===== config.mk =====
export PLATFORM = sky130hd
export DESIGN_NAME = cmh_core
export DESIGN_NICKNAME = d
export VERILOG_FILES = /design/src/rtl/cmh_pkg.sv /design/src/rtl/cmh_fifo.sv /design/src/rtl/cmh_core.sv
export VERILOG_INCLUDE_DIRS = /design/src /design/src/rtl
export SDC_FILE = /design/constraint.sdc
export NUM_CORES = 2
export LEC_CHECK = 0
export BUFFER_PORTS_ARGS = -buffer_cell sky130_fd_sc_hd__buf_2
export CORE_MARGIN = 2
export CORE_UTILIZATION = 30
export CTS_CLUSTER_SIZE = 16
export DETAILED_ROUTE_END_ITERATION = 8
export GPL_ROUTABILITY_DRIVEN = 0
export PLACE_DENSITY_LB_ADDON = 0.2
export REMOVE_ABC_BUFFERS = 1
export SLEW_MARGIN = 40
export SYNTH_ARGS = -nofsm -noshare
export SYNTH_HDL_FRONTEND = slang
export SYNTH_SLANG_ARGS = --single-unit

===== constraint.sdc =====
create_clock -name core_clk -period 23.8 [get_ports core_clk]
set_clock_uncertainty 0.2 [all_clocks]
set_input_delay 5.95 -clock core_clk [delete_from_list [all_inputs] [get_ports core_clk]]
set_output_delay 5.95 -clock core_clk [all_outputs]
set_load 0.01 [all_outputs]

===== src/rtl/cmh_regs.svh =====
`ifndef CMH_REGS_SVH
`define CMH_REGS_SVH
// Register word offsets (byte addresses); CMH_OBJ_BASE is the value of address bits 7:6
`define CMH_NODE_CTRL   8'h00
`define CMH_NODE_STAT   8'h04
`define CMH_FC_CTRL     8'h08
`define CMH_FC_VALUE    8'h0c
`define CMH_SUSP_CFG    8'h10
`define CMH_RXQ_DATA    8'h14
`define CMH_RXQ_STAT    8'h18
`define CMH_OBJ_BASE    2'h1
// Node control / status bits
`define CMH_INIT_BIT    0
`define CMH_LOE_BIT     0
// Object control bits
`define CMH_O_VALID     0
`define CMH_O_RECEIVE_ALLOW      1
`define CMH_O_TXA       2
`define CMH_O_TXB       3
`define CMH_O_TRANSMIT_REQUEST      4
`define CMH_O_NEW_DATA_FLAG    5
`define CMH_O_LOST      6
`define CMH_O_RECEIVE_PENDING_FLAG     7
`define CMH_O_SDT       8
`define CMH_O_FOREIGN_REMOTE_ENABLE     9
`define CMH_O_DIR       10
`define CMH_O_ID_LO     16
`define CMH_O_ID_HI     26
// Frame counter control fields
`define CMH_FC_SUB_LO   0
`define CMH_FC_SUB_HI   2
`define CMH_FC_FUN_LO   4
`define CMH_FC_FUN_HI   5
`define CMH_FUN_BITTIME 2'h2
`define CMH_SUB_RXREC   3'h1
`define CMH_SUB_TXDOM   3'h2
`define CMH_SUB_TXREC   3'h3
`define CMH_SUB_SYNC    3'h4
// Reset values and bus answers
`define CMH_NODE_RST    32'h0000_0001
`define CMH_RESP_OKAY   2'h0
`define CMH_RESP_SLVERR 2'h2
`endif


===== src/rtl/cmh_pkg.sv =====
package cmh_pkg;
    typedef enum logic [0:0] {CMH_TX_IDLE, CMH_TX_ACTIVE} cmh_tx_e;
    typedef logic [10:0] cmh_id_t;
    typedef logic [1:0]  cmh_resp_t;
endpackage


===== src/rtl/cmh_fifo.sv =====
`timescale 1ns/100ps
module cmh_fifo #(
    parameter int WIDTH = 36,
    parameter int DEPTH = 8
) (
    input  wire logic             core_clk,
    input  wire logic             rst_n,
    input  wire logic             in_valid,
    output logic                  in_ready,
    input  wire logic [WIDTH-1:0] in_data,
    output logic                  out_valid,
    input  wire logic             out_ready,
    output logic      [WIDTH-1:0] out_data
);
    localparam int AW = $clog2(DEPTH);
    typedef struct packed {
        logic [DEPTH-1:0][WIDTH-1:0] mem;
        logic [AW-1:0]               wr;
        logic [AW-1:0]               rd;
        logic [AW:0]                 cnt;
    } cmh_fifo_s;
    cmh_fifo_s r_ff, nxt_r;
    logic push, pop;

    assign in_ready  = r_ff.cnt != (AW+1)'(DEPTH);
    assign out_valid = r_ff.cnt != '0;
    assign out_data  = r_ff.mem[r_ff.rd];
    assign push      = in_valid && in_ready;
    assign pop       = out_valid && out_ready;

    always_comb begin
        nxt_r = r_ff;
        if (push) begin
            nxt_r.mem[r_ff.wr] = in_data;
            nxt_r.wr = (r_ff.wr == AW'(DEPTH - 1)) ? '0 : r_ff.wr + 1'b1;
        end
        if (pop) begin
            nxt_r.rd = (r_ff.rd == AW'(DEPTH - 1)) ? '0 : r_ff.rd + 1'b1;
        end
        nxt_r.cnt = r_ff.cnt + (AW+1)'(push) - (AW+1)'(pop);
    end

    always_ff @(posedge core_clk or negedge rst_n) begin
        if (!rst_n) begin
            r_ff <= '0;
        end else begin
            r_ff <= nxt_r;
        end
    end
endmodule


===== src/rtl/cmh_core.sv =====
// Design decisions made here: the AXI4-Lite slave port and the register offsets.
`timescale 1ns/100ps
`include "cmh_regs.svh"
module cmh_core #(
    parameter int NUM_OBJ = 8,
    parameter int Q_DEPTH = 8
) (
    input  wire logic                  core_clk,
    input  wire logic                  rst_n,
    input  wire logic                  dbg_rst_n,
    input  wire logic                  dbg_halt,
    output logic                       suspend_active,
    input  wire logic [7:0]            s_axi_awaddr,
    input  wire logic                  s_axi_awvalid,
    output logic                       s_axi_awready,
    input  wire logic [31:0]           s_axi_wdata,
    input  wire logic [3:0]            s_axi_wstrb,
    input  wire logic                  s_axi_wvalid,
    output logic                       s_axi_wready,
    output logic [1:0]                 s_axi_bresp,
    output logic                       s_axi_bvalid,
    input  wire logic                  s_axi_bready,
    input  wire logic [7:0]            s_axi_araddr,
    input  wire logic                  s_axi_arvalid,
    output logic                       s_axi_arready,
    output logic [31:0]                s_axi_rdata,
    output logic [1:0]                 s_axi_rresp,
    output logic                       s_axi_rvalid,
    input  wire logic                  s_axi_rready,
    input  wire logic                  rx_frame_valid,
    output logic                       rx_frame_ready,
    input  wire cmh_pkg::cmh_id_t      rx_frame_id,
    input  wire logic                  rx_frame_remote,
    input  wire logic [31:0]           rx_frame_data,
    input  wire logic                  list_fault,
    output logic                       rx_ack,
    output logic [NUM_OBJ-1:0]         rx_obj_event,
    output logic                       tx_start,
    output cmh_pkg::cmh_id_t           tx_id,
    output logic                       tx_busy,
    input  wire logic                  tx_ok,
    input  wire logic                  tx_err,
    input  wire logic                  rx_pin,
    input  wire logic                  tx_pin,
    input  wire logic                  sample_point,
    input  wire logic                  sync_edge
);
    import cmh_pkg::*;
    localparam int OW = $clog2(NUM_OBJ);

    typedef struct packed {
        logic                      ans_pend;
        logic [OW-1:0]             ans_obj;
        logic                      aw_ok;
        logic                      w_ok;
        logic [7:0]                awaddr;
        logic [31:0]               wdata;
        logic [3:0]                wstrb;
        logic                      bvalid;
        cmh_resp_t                 bresp;
        logic                      rvalid;
        logic [31:0]               rdata;
        cmh_resp_t                 rresp;
        logic [31:0]               node_ctrl;
        logic                      list_object_error_flag;
        logic [5:0]                fc_ctrl;
        logic [15:0]               fc_value;
        logic [15:0]               fc_cnt;
        logic                      rx_d;
        logic                      tx_d;
        logic [NUM_OBJ-1:0][31:0]  obj;
        logic                      refilter;
        cmh_tx_e                   tx_state;
        logic [OW-1:0]             tx_obj;
        cmh_id_t                   tx_id;
        logic                      tx_start;
        logic                      rx_ack;
        logic [NUM_OBJ-1:0]        rx_evt;
    } cmh_core_s;

    cmh_core_s    r_ff, nxt_r;
    logic [1:0]   rst_sync_ff;
    logic         rst_core_n;
    logic         susp_cfg_ff;
    logic         q_push, q_in_ready, q_out_valid, q_pop;
    logic [35:0]  q_out;
    logic [35:0]  q_in;

    assign rst_core_n     = rst_sync_ff[1];
    assign s_axi_awready  = !r_ff.aw_ok && !r_ff.bvalid;
    assign s_axi_wready   = !r_ff.w_ok && !r_ff.bvalid;
    assign s_axi_bvalid   = r_ff.bvalid;
    assign s_axi_bresp    = r_ff.bresp;
    assign s_axi_arready  = !r_ff.rvalid;
    assign s_axi_rvalid   = r_ff.rvalid;
    assign s_axi_rdata    = r_ff.rdata;
    assign s_axi_rresp    = r_ff.rresp;
    assign rx_frame_ready = q_in_ready;
    assign rx_ack         = r_ff.rx_ack;
    assign rx_obj_event   = r_ff.rx_evt;
    assign tx_start       = r_ff.tx_start;
    assign tx_id          = r_ff.tx_id;
    assign tx_busy        = r_ff.tx_state == CMH_TX_ACTIVE;
    assign suspend_active = susp_cfg_ff && dbg_halt;

    function automatic logic [31:0] merge(input logic [31:0] o,
                                          input logic [31:0] d,
                                          input logic [3:0]  s);
        logic [31:0] m;
        m = o;
        for (int b = 0; b < 4; b++) begin
            if (s[b]) begin
                m[b*8 +: 8] = d[b*8 +: 8];
            end
        end
        return m;
    endfunction

    function automatic logic tx_ready(input logic [31:0] o);
        return o[`CMH_O_VALID] && o[`CMH_O_TRANSMIT_REQUEST] && o[`CMH_O_TXA]
               && o[`CMH_O_TXB];
    endfunction

    // Lowest index wins transmit and receive filtering
    logic          tx_found, rx_found;
    logic [OW-1:0] tx_win, rx_win;
    logic [31:0]   tx_cand;
    always_comb begin
        tx_found = 1'b0;
        rx_found = 1'b0;
        tx_win   = '0;
        rx_win   = '0;
        tx_cand  = '0;
        for (int i = NUM_OBJ - 1; i >= 0; i--) begin
            tx_cand = r_ff.obj[i];
            // Invalidated remote answer still gets one run
            if (r_ff.ans_pend && r_ff.ans_obj == OW'(i)) begin
                tx_cand[`CMH_O_VALID] = 1'b1;
            end
            if (tx_ready(tx_cand)) begin
                tx_found = 1'b1;
                tx_win   = OW'(i);
            end
            if (r_ff.obj[i][`CMH_O_VALID] && r_ff.obj[i][`CMH_O_RECEIVE_ALLOW]
                && r_ff.obj[i][`CMH_O_ID_HI:`CMH_O_ID_LO] == rx_frame_id)
            begin
                rx_found = 1'b1;
                rx_win   = OW'(i);
            end
        end
    end

    logic         node_init;
    logic         rx_take;
    logic         wr_go;
    logic [5:0]   widx;
    logic [5:0]   ridx;
    logic [31:0]  old_o;
    logic [31:0]  new_o;
    logic [31:0]  ob;
    logic         fc_on;
    logic         fc_ref;
    logic         fc_hit;
    logic         filt_go;

    assign node_init = r_ff.node_ctrl[`CMH_INIT_BIT];
    assign rx_take   = rx_frame_valid && q_in_ready && !node_init;
    assign q_in      = {4'(rx_win), rx_frame_data};

    always_comb begin
        nxt_r          = r_ff;
        nxt_r.tx_start = 1'b0;
        nxt_r.rx_ack   = 1'b0;
        nxt_r.rx_evt   = '0;
        q_push         = 1'b0;
        q_pop          = 1'b0;
        widx           = r_ff.awaddr[7:2];
        ridx           = s_axi_araddr[7:2];
        old_o          = '0;
        new_o          = '0;
        ob             = '0;
        wr_go          = r_ff.aw_ok && r_ff.w_ok && !r_ff.bvalid;

        // Filter run consumes the trigger; new triggers below win
        filt_go = r_ff.tx_state == CMH_TX_IDLE && r_ff.refilter
                  && !node_init && !list_fault;
        if (filt_go) begin
            nxt_r.refilter = 1'b0;
            nxt_r.ans_pend = 1'b0;
        end

        // Bus write channel
        if (s_axi_awvalid && s_axi_awready) begin
            nxt_r.aw_ok  = 1'b1;
            nxt_r.awaddr = s_axi_awaddr;
        end
        if (s_axi_wvalid && s_axi_wready) begin
            nxt_r.w_ok  = 1'b1;
            nxt_r.wdata = s_axi_wdata;
            nxt_r.wstrb = s_axi_wstrb;
        end
        if (r_ff.bvalid && s_axi_bready) begin
            nxt_r.bvalid = 1'b0;
        end
        if (wr_go) begin
            nxt_r.aw_ok  = 1'b0;
            nxt_r.w_ok   = 1'b0;
            nxt_r.bvalid = 1'b1;
            nxt_r.bresp  = `CMH_RESP_OKAY;
            if (widx[5:4] == `CMH_OBJ_BASE && widx[3:0] < 4'(NUM_OBJ))
            begin
                // Each write touches only its own object
                old_o = r_ff.obj[widx[OW-1:0]];
                new_o = merge(old_o, r_ff.wdata, r_ff.wstrb);
                nxt_r.obj[widx[OW-1:0]] = new_o;
                // Any 1 written to request or enables, even if set
                if (r_ff.wstrb[0] && (r_ff.wdata[`CMH_O_TRANSMIT_REQUEST]
                    || r_ff.wdata[`CMH_O_TXA] || r_ff.wdata[`CMH_O_TXB]
                    || r_ff.wdata[`CMH_O_VALID])) begin
                    nxt_r.refilter = 1'b1;
                end
                // Withdrawn request of the selected object
                if (r_ff.tx_obj == widx[OW-1:0] && tx_ready(old_o)
                    && !tx_ready(new_o)) begin
                    nxt_r.refilter = 1'b1;
                end
            end else begin
                case (r_ff.awaddr)
                    `CMH_NODE_CTRL: begin
                        nxt_r.node_ctrl = merge(r_ff.node_ctrl,
                                                r_ff.wdata, r_ff.wstrb);
                    end
                    `CMH_NODE_STAT: begin
                        if (r_ff.wstrb[0] && r_ff.wdata[`CMH_LOE_BIT]) begin
                            nxt_r.list_object_error_flag = 1'b0;
                        end
                    end
                    `CMH_FC_CTRL: begin
                        if (r_ff.wstrb[0]) begin
                            nxt_r.fc_ctrl = r_ff.wdata[5:0];
                        end
                    end
                    `CMH_SUSP_CFG, `CMH_FC_VALUE: begin
                    end
                    default: nxt_r.bresp = `CMH_RESP_SLVERR;
                endcase
            end
        end

        // Bus read channel
        if (r_ff.rvalid && s_axi_rready) begin
            nxt_r.rvalid = 1'b0;
        end
        if (s_axi_arvalid && !r_ff.rvalid) begin
            nxt_r.rvalid = 1'b1;
            nxt_r.rresp  = `CMH_RESP_OKAY;
            nxt_r.rdata  = '0;
            if (ridx[5:4] == `CMH_OBJ_BASE && ridx[3:0] < 4'(NUM_OBJ))
            begin
                nxt_r.rdata = r_ff.obj[ridx[OW-1:0]];
            end else begin
                case (s_axi_araddr)
                    `CMH_NODE_CTRL: nxt_r.rdata = r_ff.node_ctrl;
                    `CMH_NODE_STAT: nxt_r.rdata = 32'(r_ff.list_object_error_flag);
                    `CMH_FC_CTRL:   nxt_r.rdata = 32'(r_ff.fc_ctrl);
                    `CMH_FC_VALUE:  nxt_r.rdata = 32'(r_ff.fc_value);
                    `CMH_SUSP_CFG:  nxt_r.rdata = 32'(susp_cfg_ff);
                    `CMH_RXQ_DATA: begin
                        nxt_r.rdata = q_out[31:0];
                        q_pop       = q_out_valid;
                    end
                    `CMH_RXQ_STAT: begin
                        nxt_r.rdata = {24'h0, q_out[35:32], 3'h0,
                                       q_out_valid};
                    end
                    default: nxt_r.rresp = `CMH_RESP_SLVERR;
                endcase
            end
        end

        // Frame reception; hardware updates come after software write
        if (rx_take) begin
            nxt_r.rx_ack = 1'b1;
            if (list_fault) begin
                nxt_r.list_object_error_flag = 1'b1;
            end else if (rx_found) begin
                ob = nxt_r.obj[rx_win];
                if (rx_frame_remote) begin
                    if (ob[`CMH_O_DIR] && !ob[`CMH_O_FOREIGN_REMOTE_ENABLE]) begin
                        ob[`CMH_O_TRANSMIT_REQUEST] = 1'b1;
                        nxt_r.refilter  = 1'b1;
                        nxt_r.ans_pend  = ob[`CMH_O_SDT];
                        nxt_r.ans_obj   = rx_win;
                    end
                end else begin
                    q_push = 1'b1;
                    ob[`CMH_O_LOST]   = ob[`CMH_O_NEW_DATA_FLAG];
                    ob[`CMH_O_NEW_DATA_FLAG] = 1'b1;
                    ob[`CMH_O_RECEIVE_PENDING_FLAG]  = 1'b1;
                    nxt_r.rx_evt[rx_win] = 1'b1;
                end
                if (ob[`CMH_O_SDT]) begin
                    ob[`CMH_O_VALID] = 1'b0;
                end
                nxt_r.obj[rx_win] = ob;
            end
        end

        // Transmit scheduling
        case (r_ff.tx_state)
            CMH_TX_IDLE: begin
                if (r_ff.refilter && !node_init) begin
                    if (list_fault) begin
                        // Flag stays pending so filtering reruns
                        nxt_r.list_object_error_flag = 1'b1;
                    end else begin
                        if (tx_found) begin
                            // Highest priority goes first
                            nxt_r.tx_obj   = tx_win;
                            nxt_r.tx_id    = r_ff.obj[tx_win]
                                [`CMH_O_ID_HI:`CMH_O_ID_LO];
                            nxt_r.obj[tx_win][`CMH_O_NEW_DATA_FLAG] = 1'b0;
                            nxt_r.tx_start = 1'b1;
                            nxt_r.tx_state = CMH_TX_ACTIVE;
                        end
                    end
                end
            end
            CMH_TX_ACTIVE: begin
                ob = nxt_r.obj[r_ff.tx_obj];
                if (tx_ok) begin
                    ob[`CMH_O_TRANSMIT_REQUEST] = 1'b0;
                    if (ob[`CMH_O_SDT]) begin
                        ob[`CMH_O_VALID] = 1'b0;
                    end
                    nxt_r.obj[r_ff.tx_obj] = ob;
                    nxt_r.refilter = 1'b1;
                    nxt_r.tx_state = CMH_TX_IDLE;
                end else if (tx_err) begin
                    if (tx_ready(ob) && !node_init) begin
                        nxt_r.tx_start = 1'b1;
                    end else begin
                        // Invalid single-transfer answer is dropped
                        nxt_r.refilter = 1'b1;
                        nxt_r.tx_state = CMH_TX_IDLE;
                    end
                end
            end
            default: nxt_r.tx_state = CMH_TX_IDLE;
        endcase

        // Bit timing measurement
        nxt_r.rx_d = rx_pin;
        nxt_r.tx_d = tx_pin;
        fc_on  = r_ff.fc_ctrl[`CMH_FC_FUN_HI:`CMH_FC_FUN_LO]
                 == `CMH_FUN_BITTIME;
        fc_ref = 1'b0;
        fc_hit = 1'b0;
        case (r_ff.fc_ctrl[`CMH_FC_SUB_HI:`CMH_FC_SUB_LO])
            `CMH_SUB_RXREC: begin
                fc_ref = r_ff.rx_d && !rx_pin;
                fc_hit = !r_ff.rx_d && rx_pin;
            end
            `CMH_SUB_TXDOM: begin
                fc_ref = r_ff.tx_d && !tx_pin;
                fc_hit = r_ff.rx_d && !rx_pin;
            end
            `CMH_SUB_TXREC: begin
                fc_ref = !r_ff.tx_d && tx_pin;
                fc_hit = !r_ff.rx_d && rx_pin;
            end
            `CMH_SUB_SYNC: begin
                fc_ref = sample_point;
                fc_hit = sync_edge;
            end
            default: begin
                fc_ref = 1'b0;
                fc_hit = 1'b0;
            end
        endcase
        if (fc_on) begin
            nxt_r.fc_cnt = fc_ref ? 16'h0000 : r_ff.fc_cnt + 16'h0001;
            if (fc_hit) begin
                nxt_r.fc_value = r_ff.fc_cnt + 16'h0001;
            end
        end
    end

    // Debug suspend setting survives application reset
    always_ff @(posedge core_clk or negedge dbg_rst_n) begin
        if (!dbg_rst_n) begin
            susp_cfg_ff <= 1'b0;
        end else if (wr_go && r_ff.awaddr == `CMH_SUSP_CFG
                     && r_ff.wstrb[0]) begin
            susp_cfg_ff <= r_ff.wdata[0];
        end
    end

    always_ff @(posedge core_clk or negedge rst_n) begin
        if (!rst_n) begin
            rst_sync_ff <= 2'h0;
        end else begin
            rst_sync_ff <= {rst_sync_ff[0], 1'b1};
        end
    end

    always_ff @(posedge core_clk or negedge rst_core_n) begin
        if (!rst_core_n) begin
            r_ff           <= '0;
            r_ff.node_ctrl <= `CMH_NODE_RST;
        end else begin
            r_ff <= nxt_r;
        end
    end

    cmh_fifo #(
        .WIDTH (36),
        .DEPTH (Q_DEPTH)
    ) u_rxq (
        .core_clk  (core_clk),
        .rst_n     (rst_core_n),
        .in_valid  (q_push),
        .in_ready  (q_in_ready),
        .in_data   (q_in),
        .out_valid (q_out_valid),
        .out_ready (q_pop),
        .out_data  (q_out)
    );
endmodule


## Word level (Yosys, flattened, before mapping)

Cells that the tools add are included.

- Bitwise operators: 5
- Multipliers: 0
- Magnitude comparators: 14
- Equality and inequality tests: 36
- Add/subtract/negate cells: 5
- Divide/modulo/power cells: 0
- Shift operators: 0
- Reductions and logical operators: 128
- Multiplexer cells: 169

Operator list:

| operator | count |
|---|---|
| two-way mux 257 bit | 5 |
| two-way mux 256 bit | 4 |
| bitwise mux 256 bit | 3 |
| one-hot mux 256 bit (2 select lines) | 1 |
| binary-select mux 32 bit (select 3 bit) | 5 |
| demux 32 bit (select 3 bit) | 4 |
| bitwise mux 288 bit | 1 |
| AND 256 bit | 1 |
| two-way mux 32 bit | 8 |
| NOT 256 bit | 1 |
| one-hot mux 32 bit (7 select lines) | 1 |
| two-way mux 8 bit | 15 |
| binary-select mux 36 bit (select 3 bit) | 1 |
| demux 36 bit (select 3 bit) | 1 |
| logical AND 1 bit | 94 |
| == test 11 bit | 8 |
| two-way mux 36 bit | 2 |
| two-way mux 3 bit | 23 |
| two-way mux 1 bit | 65 |
| two-way mux 16 bit | 4 |
| two-way mux 35 bit | 1 |
| == test 8 x 4 -> 1 bit, second input constant | 4 |
| == test 8 x 5 -> 1 bit, second input constant | 4 |
| < comparator 3 x 4 -> 1 bit, second input constant | 7 |
| other kinds (37) | 94 |

- Output and inout port bits: 65
- Memories: 0
- Latch bits: 0
- Bits in registers: 744
- Word-level logic and storage cells: 407
- Input bits: 113
- ROM bits: 0
- Bits in writable memories: 0

## Logic depth before layout (Yosys ltp)

- Depth in word-level cells: 36
- Gate-level depth with buffers: 16
- Mapped depth without buffers: 14

## By module

Synthesis repeated with hierarchy kept, for this count alone.

- Cells, all modules: 3,170
- Area, all modules: 39,983.3 µm²

By module, submodules not included:

| module | cells each | times used | area an instance (µm²) | sequential area each (µm²) |
|---|---|---|---|---|
| cmh_core | 2,381 | 1 | 26,146.3 | 11,111.9 |
| cmh_fifo | 789 | 1 | 13,837.0 | 7,457.2 |

## Least setup slack after synthesis

OpenSTA, ideal clock, no wires.

- Path kind: in2out
- Start point: input dbg_halt
- End point: output suspend_active
- Data arrival time: 6.115 ns
- Buffers on the path: 0
- Setup slack: 11.535 ns
- Required time: 17.650 ns
- Stages on the path: 1
- Path through: and2_1

- Cells in the longest elaborated chain, start to end: 1

RTL lines:

| element | line | RTL |
|---|---|---|
| from (decl) | cmh_core.sv:11 | `input wire logic dbg_halt,` |
| logical AND 1 bit | cmh_core.sv:104 | `assign suspend_active = susp_cfg_ff && dbg_halt;` |
| to (decl) | cmh_core.sv:12 | `output logic suspend_active,` |

No other way between the ends.

## Final worst setup path

Same ends and word-level chain as after synthesis.

==> results.rst <==
.. list-table::
   :header-rows: 1

   * - Metric
     - Value
   * - Vias in the first global route
     - 28500
   * - Critical setup path kind
     - input pin to output port
   * - Horizontal die dimension
     - 364 um
   * - Min-Delay Path Class
     - flip-flop to asynchronous set/reset pin
   * - Core Box Area
     - 129000 um^2
   * - Final slew viol count
     - 0
   * - Total number of vias
     - 28300
   * - Initial DRC Count
     - 2241
   * - Global routing usage summed across all routing layers
     - 0.200
   * - Number of cell rows
     - 132
   * - Worst reg-to-reg setup slack
     - 18.29 ns
   * - Post-route antenna net violation count
     - 0
   * - Clock tree buffer depth
     - 3
   * - Top post-synthesis cells by area
     - sky130_fd_sc_hd__dfrtp_1, sky130_fd_sc_hd__mux2_2, sky130_fd_sc_hd__mux4_2
   * - Fin Hold WS
     - 0.00530 ns
   * - # IOs
     - 178
   * - Wire length reported by the detailed router
     - 133000 um
   * - Post-synth top area share
     - 0.471
   * - Worst-Margin Slew
     - 0.873 ns
   * - TritonCTS clock tree
     - yes
   * - Post-Layout Cell Count
     - 5291
   * - Multi-input gate area in the final layout
     - 19200 um^2
   * - Unrepaired setup endpoints after global routing
     - no
   * - Worst setup EP type
     - output port
   * - FF+latch area
     - 18400 um^2
   * - Maximum ir drop on the vdd rail
     - 0.0540 mV
   * - Commonest cells post-synth
     - sky130_fd_sc_hd__dfrtp_1, sky130_fd_sc_hd__nand2_1, sky130_fd_sc_hd__mux2_2, sky130_fd_sc_hd__o21ai_0, sky130_fd_sc_hd__mux4_2
   * - Number of endpoints failing setup at the final stage
     - 0
   * - Run status
     - complete, no violations
   * - Static leakage
     - 19.5 nW
   * - Die Height
     - 364 um
   * - Total power after layout
     - 4.15 mW
   * - Number of standard cells after synthesis
     - 3416
   * - Number of unique standard cell types used by synthesis
     - 104
   * - Worst path setup slack after routing
     - 11.33 ns
   * - Number of remaining DRC errors
     - 0
   * - Maximum Capacitance Violations
     - 0
   * - Buffers on Ports
     - 175
   * - YS warnings
     - 0
   * - Count of hold-fix buffers inserted at cts
     - 0
   * - Layout cells sized above 1
     - 0.300
   * - Clock latency on the worst-skew pair
     - 0.69 ns
   * - Area of the mapped netlist
     - 38900 um^2
   * - Library cell with the largest summed area after synthesis
     - sky130_fd_sc_hd__dfrtp_1
   * - Number of sinks driven by the clock tree
     - 734
   * - Final Hold Violating Endpoints
     - 0
   * - Setup Total Neg Slack
     - 0 ns
   * - Largest fanout on the critical path
     - 1
   * - Startpoint Class
     - input pin
   * - Setup Fix Bufs, Post-CTS
     - 0
   * - Area growth syn-to-layout
     - 14.1%
   * - CTS resizes
     - 0
   * - Flip-flop and latch count after synthesis
     - 734
   * - Mean area per synthesized cell
     - 11.4 um^2
   * - Most common cell in the netlist
     - sky130_fd_sc_hd__dfrtp_1
   * - HPWL reported at the end of detailed placement
     - 88500 um
   * - Vias/cell
     - 5.35
   * - Sequential-to-total area share from yosys stat
     - 0.472
   * - Main synth FF type
     - sky130_fd_sc_hd__dfrtp_1
   * - Nets@finish
     - 3596
   * - Initial Util
     - 0.302
   * - Top achievable clock speed
     - 0.0802 GHz
   * - Slew Limit Headroom
     - 0.413
   * - Number of filler instances in the final layout
     - 13000
   * - Initial antenna violation count
     - 18
   * - Clock input transition at the sequential cells of the worst setup and hold paths
     - 0.06 ns
   * - Wire length of the first global-routing pass
     - 197000 um
   * - Worst slack at placement
     - 11.33 ns
   * - Count of placed standard cells including taps
     - 5124
   * - Arrival time at the worst endpoint
     - 6.32 ns
   * - Power density of the placed cells
     - 93.5 nW/um^2
   * - Largest net degree at the start of global routing
     - 89
   * - Shortest period the worst path allows
     - 12.47 ns
   * - Total die area
     - 133000 um^2
   * - Sum of overflow across all layers after global routing
     - 0
   * - TritonRoute pass-1 iters
     - 8
   * - Final worst-path cycle share
     - 0.524
   * - Required time of the critical path
     - 17.65 ns
   * - Share of synthesized flip-flops with an asynchronous set or reset
     - 1.00
   * - Cts bufs inserted
     - 86
   * - Root buffer selected by CTS
     - sky130_fd_sc_hd__clkbuf_16
   * - EDFF count, synth
     - 0
   * - Level count of the clock H-tree
     - 3
   * - Routed len/inst
     - 25.1 um
-- state kept, by name (all words and copies together) (netlist names), 2 cells and up --
name and cells:
s_axi_rdata 32, tx_id 11, r_ff 382, u_rxq.r_ff 290
rst_sync_ff 2, rx_obj_event 8
-- per-stage QoR --
step | instance area [um^2] | util
6_report | 44400 | 0.344
5_1_grt | 44400 | 0.344
4_1_cts | 44400 | 0.343
3_5_place_dp | 41500 | 0.321
3_3_place_gp | 41300 | 0.320
2_1_floorplan | 37600 | -
-- layout by cell type (no fill, tap or decap), drive strengths merged, types with 8 or more instances in the layout --
cell type / synthesis / final
mux2: 412 / 412
nand3b: 9 / 9
nor3: 31 / 31
clkbuf: 151 / 136
xnor2: 18 / 18
nor2: 129 / 129
a221oi: 19 / 19
a21oi: 115 / 115
and3: 27 / 27
and2: 19 / 19
a22oi: 12 / 12
nand4: 16 / 16
inv: 32 / 36
or2: 8 / 8
a31oi: 15 / 15
nand2b: 18 / 18
o21ai: 332 / 332
nand3: 55 / 55
nor4: 68 / 68
nor3b: 9 / 9
o22ai: 12 / 12
ha: 11 / 11
clkinv: 0 / 13
o31ai: 21 / 21
a211oi: 30 / 30
o211ai: 9 / 9
a222oi: 37 / 37
mux2i: 56 / 56
dfrtp: 733 / 733
a21o: 10 / 10
xor2: 89 / 89
nor2b: 25 / 25
mux4: 190 / 190
nand2: 478 / 478
buf: 131 / 248
-- layer usage --
layer  up-vias  part of all wire  global-route usage
met1     14500              0.45               0.274
met4        16             0.031              0.0655
met2       870              0.46               0.319
met3       228             0.059              0.0362
li1      12700                 -                   -
met5         -           0.00075                   0
-- critical path, stage by stage --
cell and delay [ns]:
sky130_fd_sc_hd__buf_2 0.09, sky130_fd_sc_hd__and2_1 0.14, sky130_fd_sc_hd__buf_2 0.13
-- power breakdown --
group,total [mW],switching [mW],internal [mW]
sequential,1.74,0.284,1.45
clock,1.37,0.564,0.801
combinational,1.05,0.620,0.431
total,4.15,1.47,2.68
-- final cells by class --
cell class / instances / area share
diodes: 7 / 0.000394
clock buffers: 136 / 0.0581
clock inverters: 23 / 0.00690
inverters: 32 / 0.00270
multi-input cells: 2369 / 0.433
flip-flops and latches: 734 / 0.414
well taps: 1742 / 0.0491
repair buffers: 248 / 0.0356
-- cell families after synthesis --
| group | count (synthesis) | share of synthesized area |
|---|---|---|
| other cells | 2 | 0.000193 |
| simple gates | 917 | 0.110 |
| xor+xnor | 107 | 0.0241 |
| buf+inv | 314 | 0.0386 |
| fa+ha+maj | 12 | 0.00405 |
| flops | 734 | 0.472 |
| compound gates | 672 | 0.108 |
| mux | 658 | 0.243 |
-- worst paths after layout --
check,end,cells past startpoint,startpoint
worst min-delay path,s_axi_rdata[25],0,rst_sync_ff[1]
worst min register to register,s_axi_rdata[25],0,rst_sync_ff[1]
max in group asynchronous,rst_sync_ff[1],1,rst_n
worst max register to register,r_ff[25],13,r_ff[431]
min in group core_clk,rst_sync_ff[1],0,rst_sync_ff[0]
worst max-delay path,suspend_active,3,dbg_halt
Note: power is estimated with default switching activity, not from simulation.
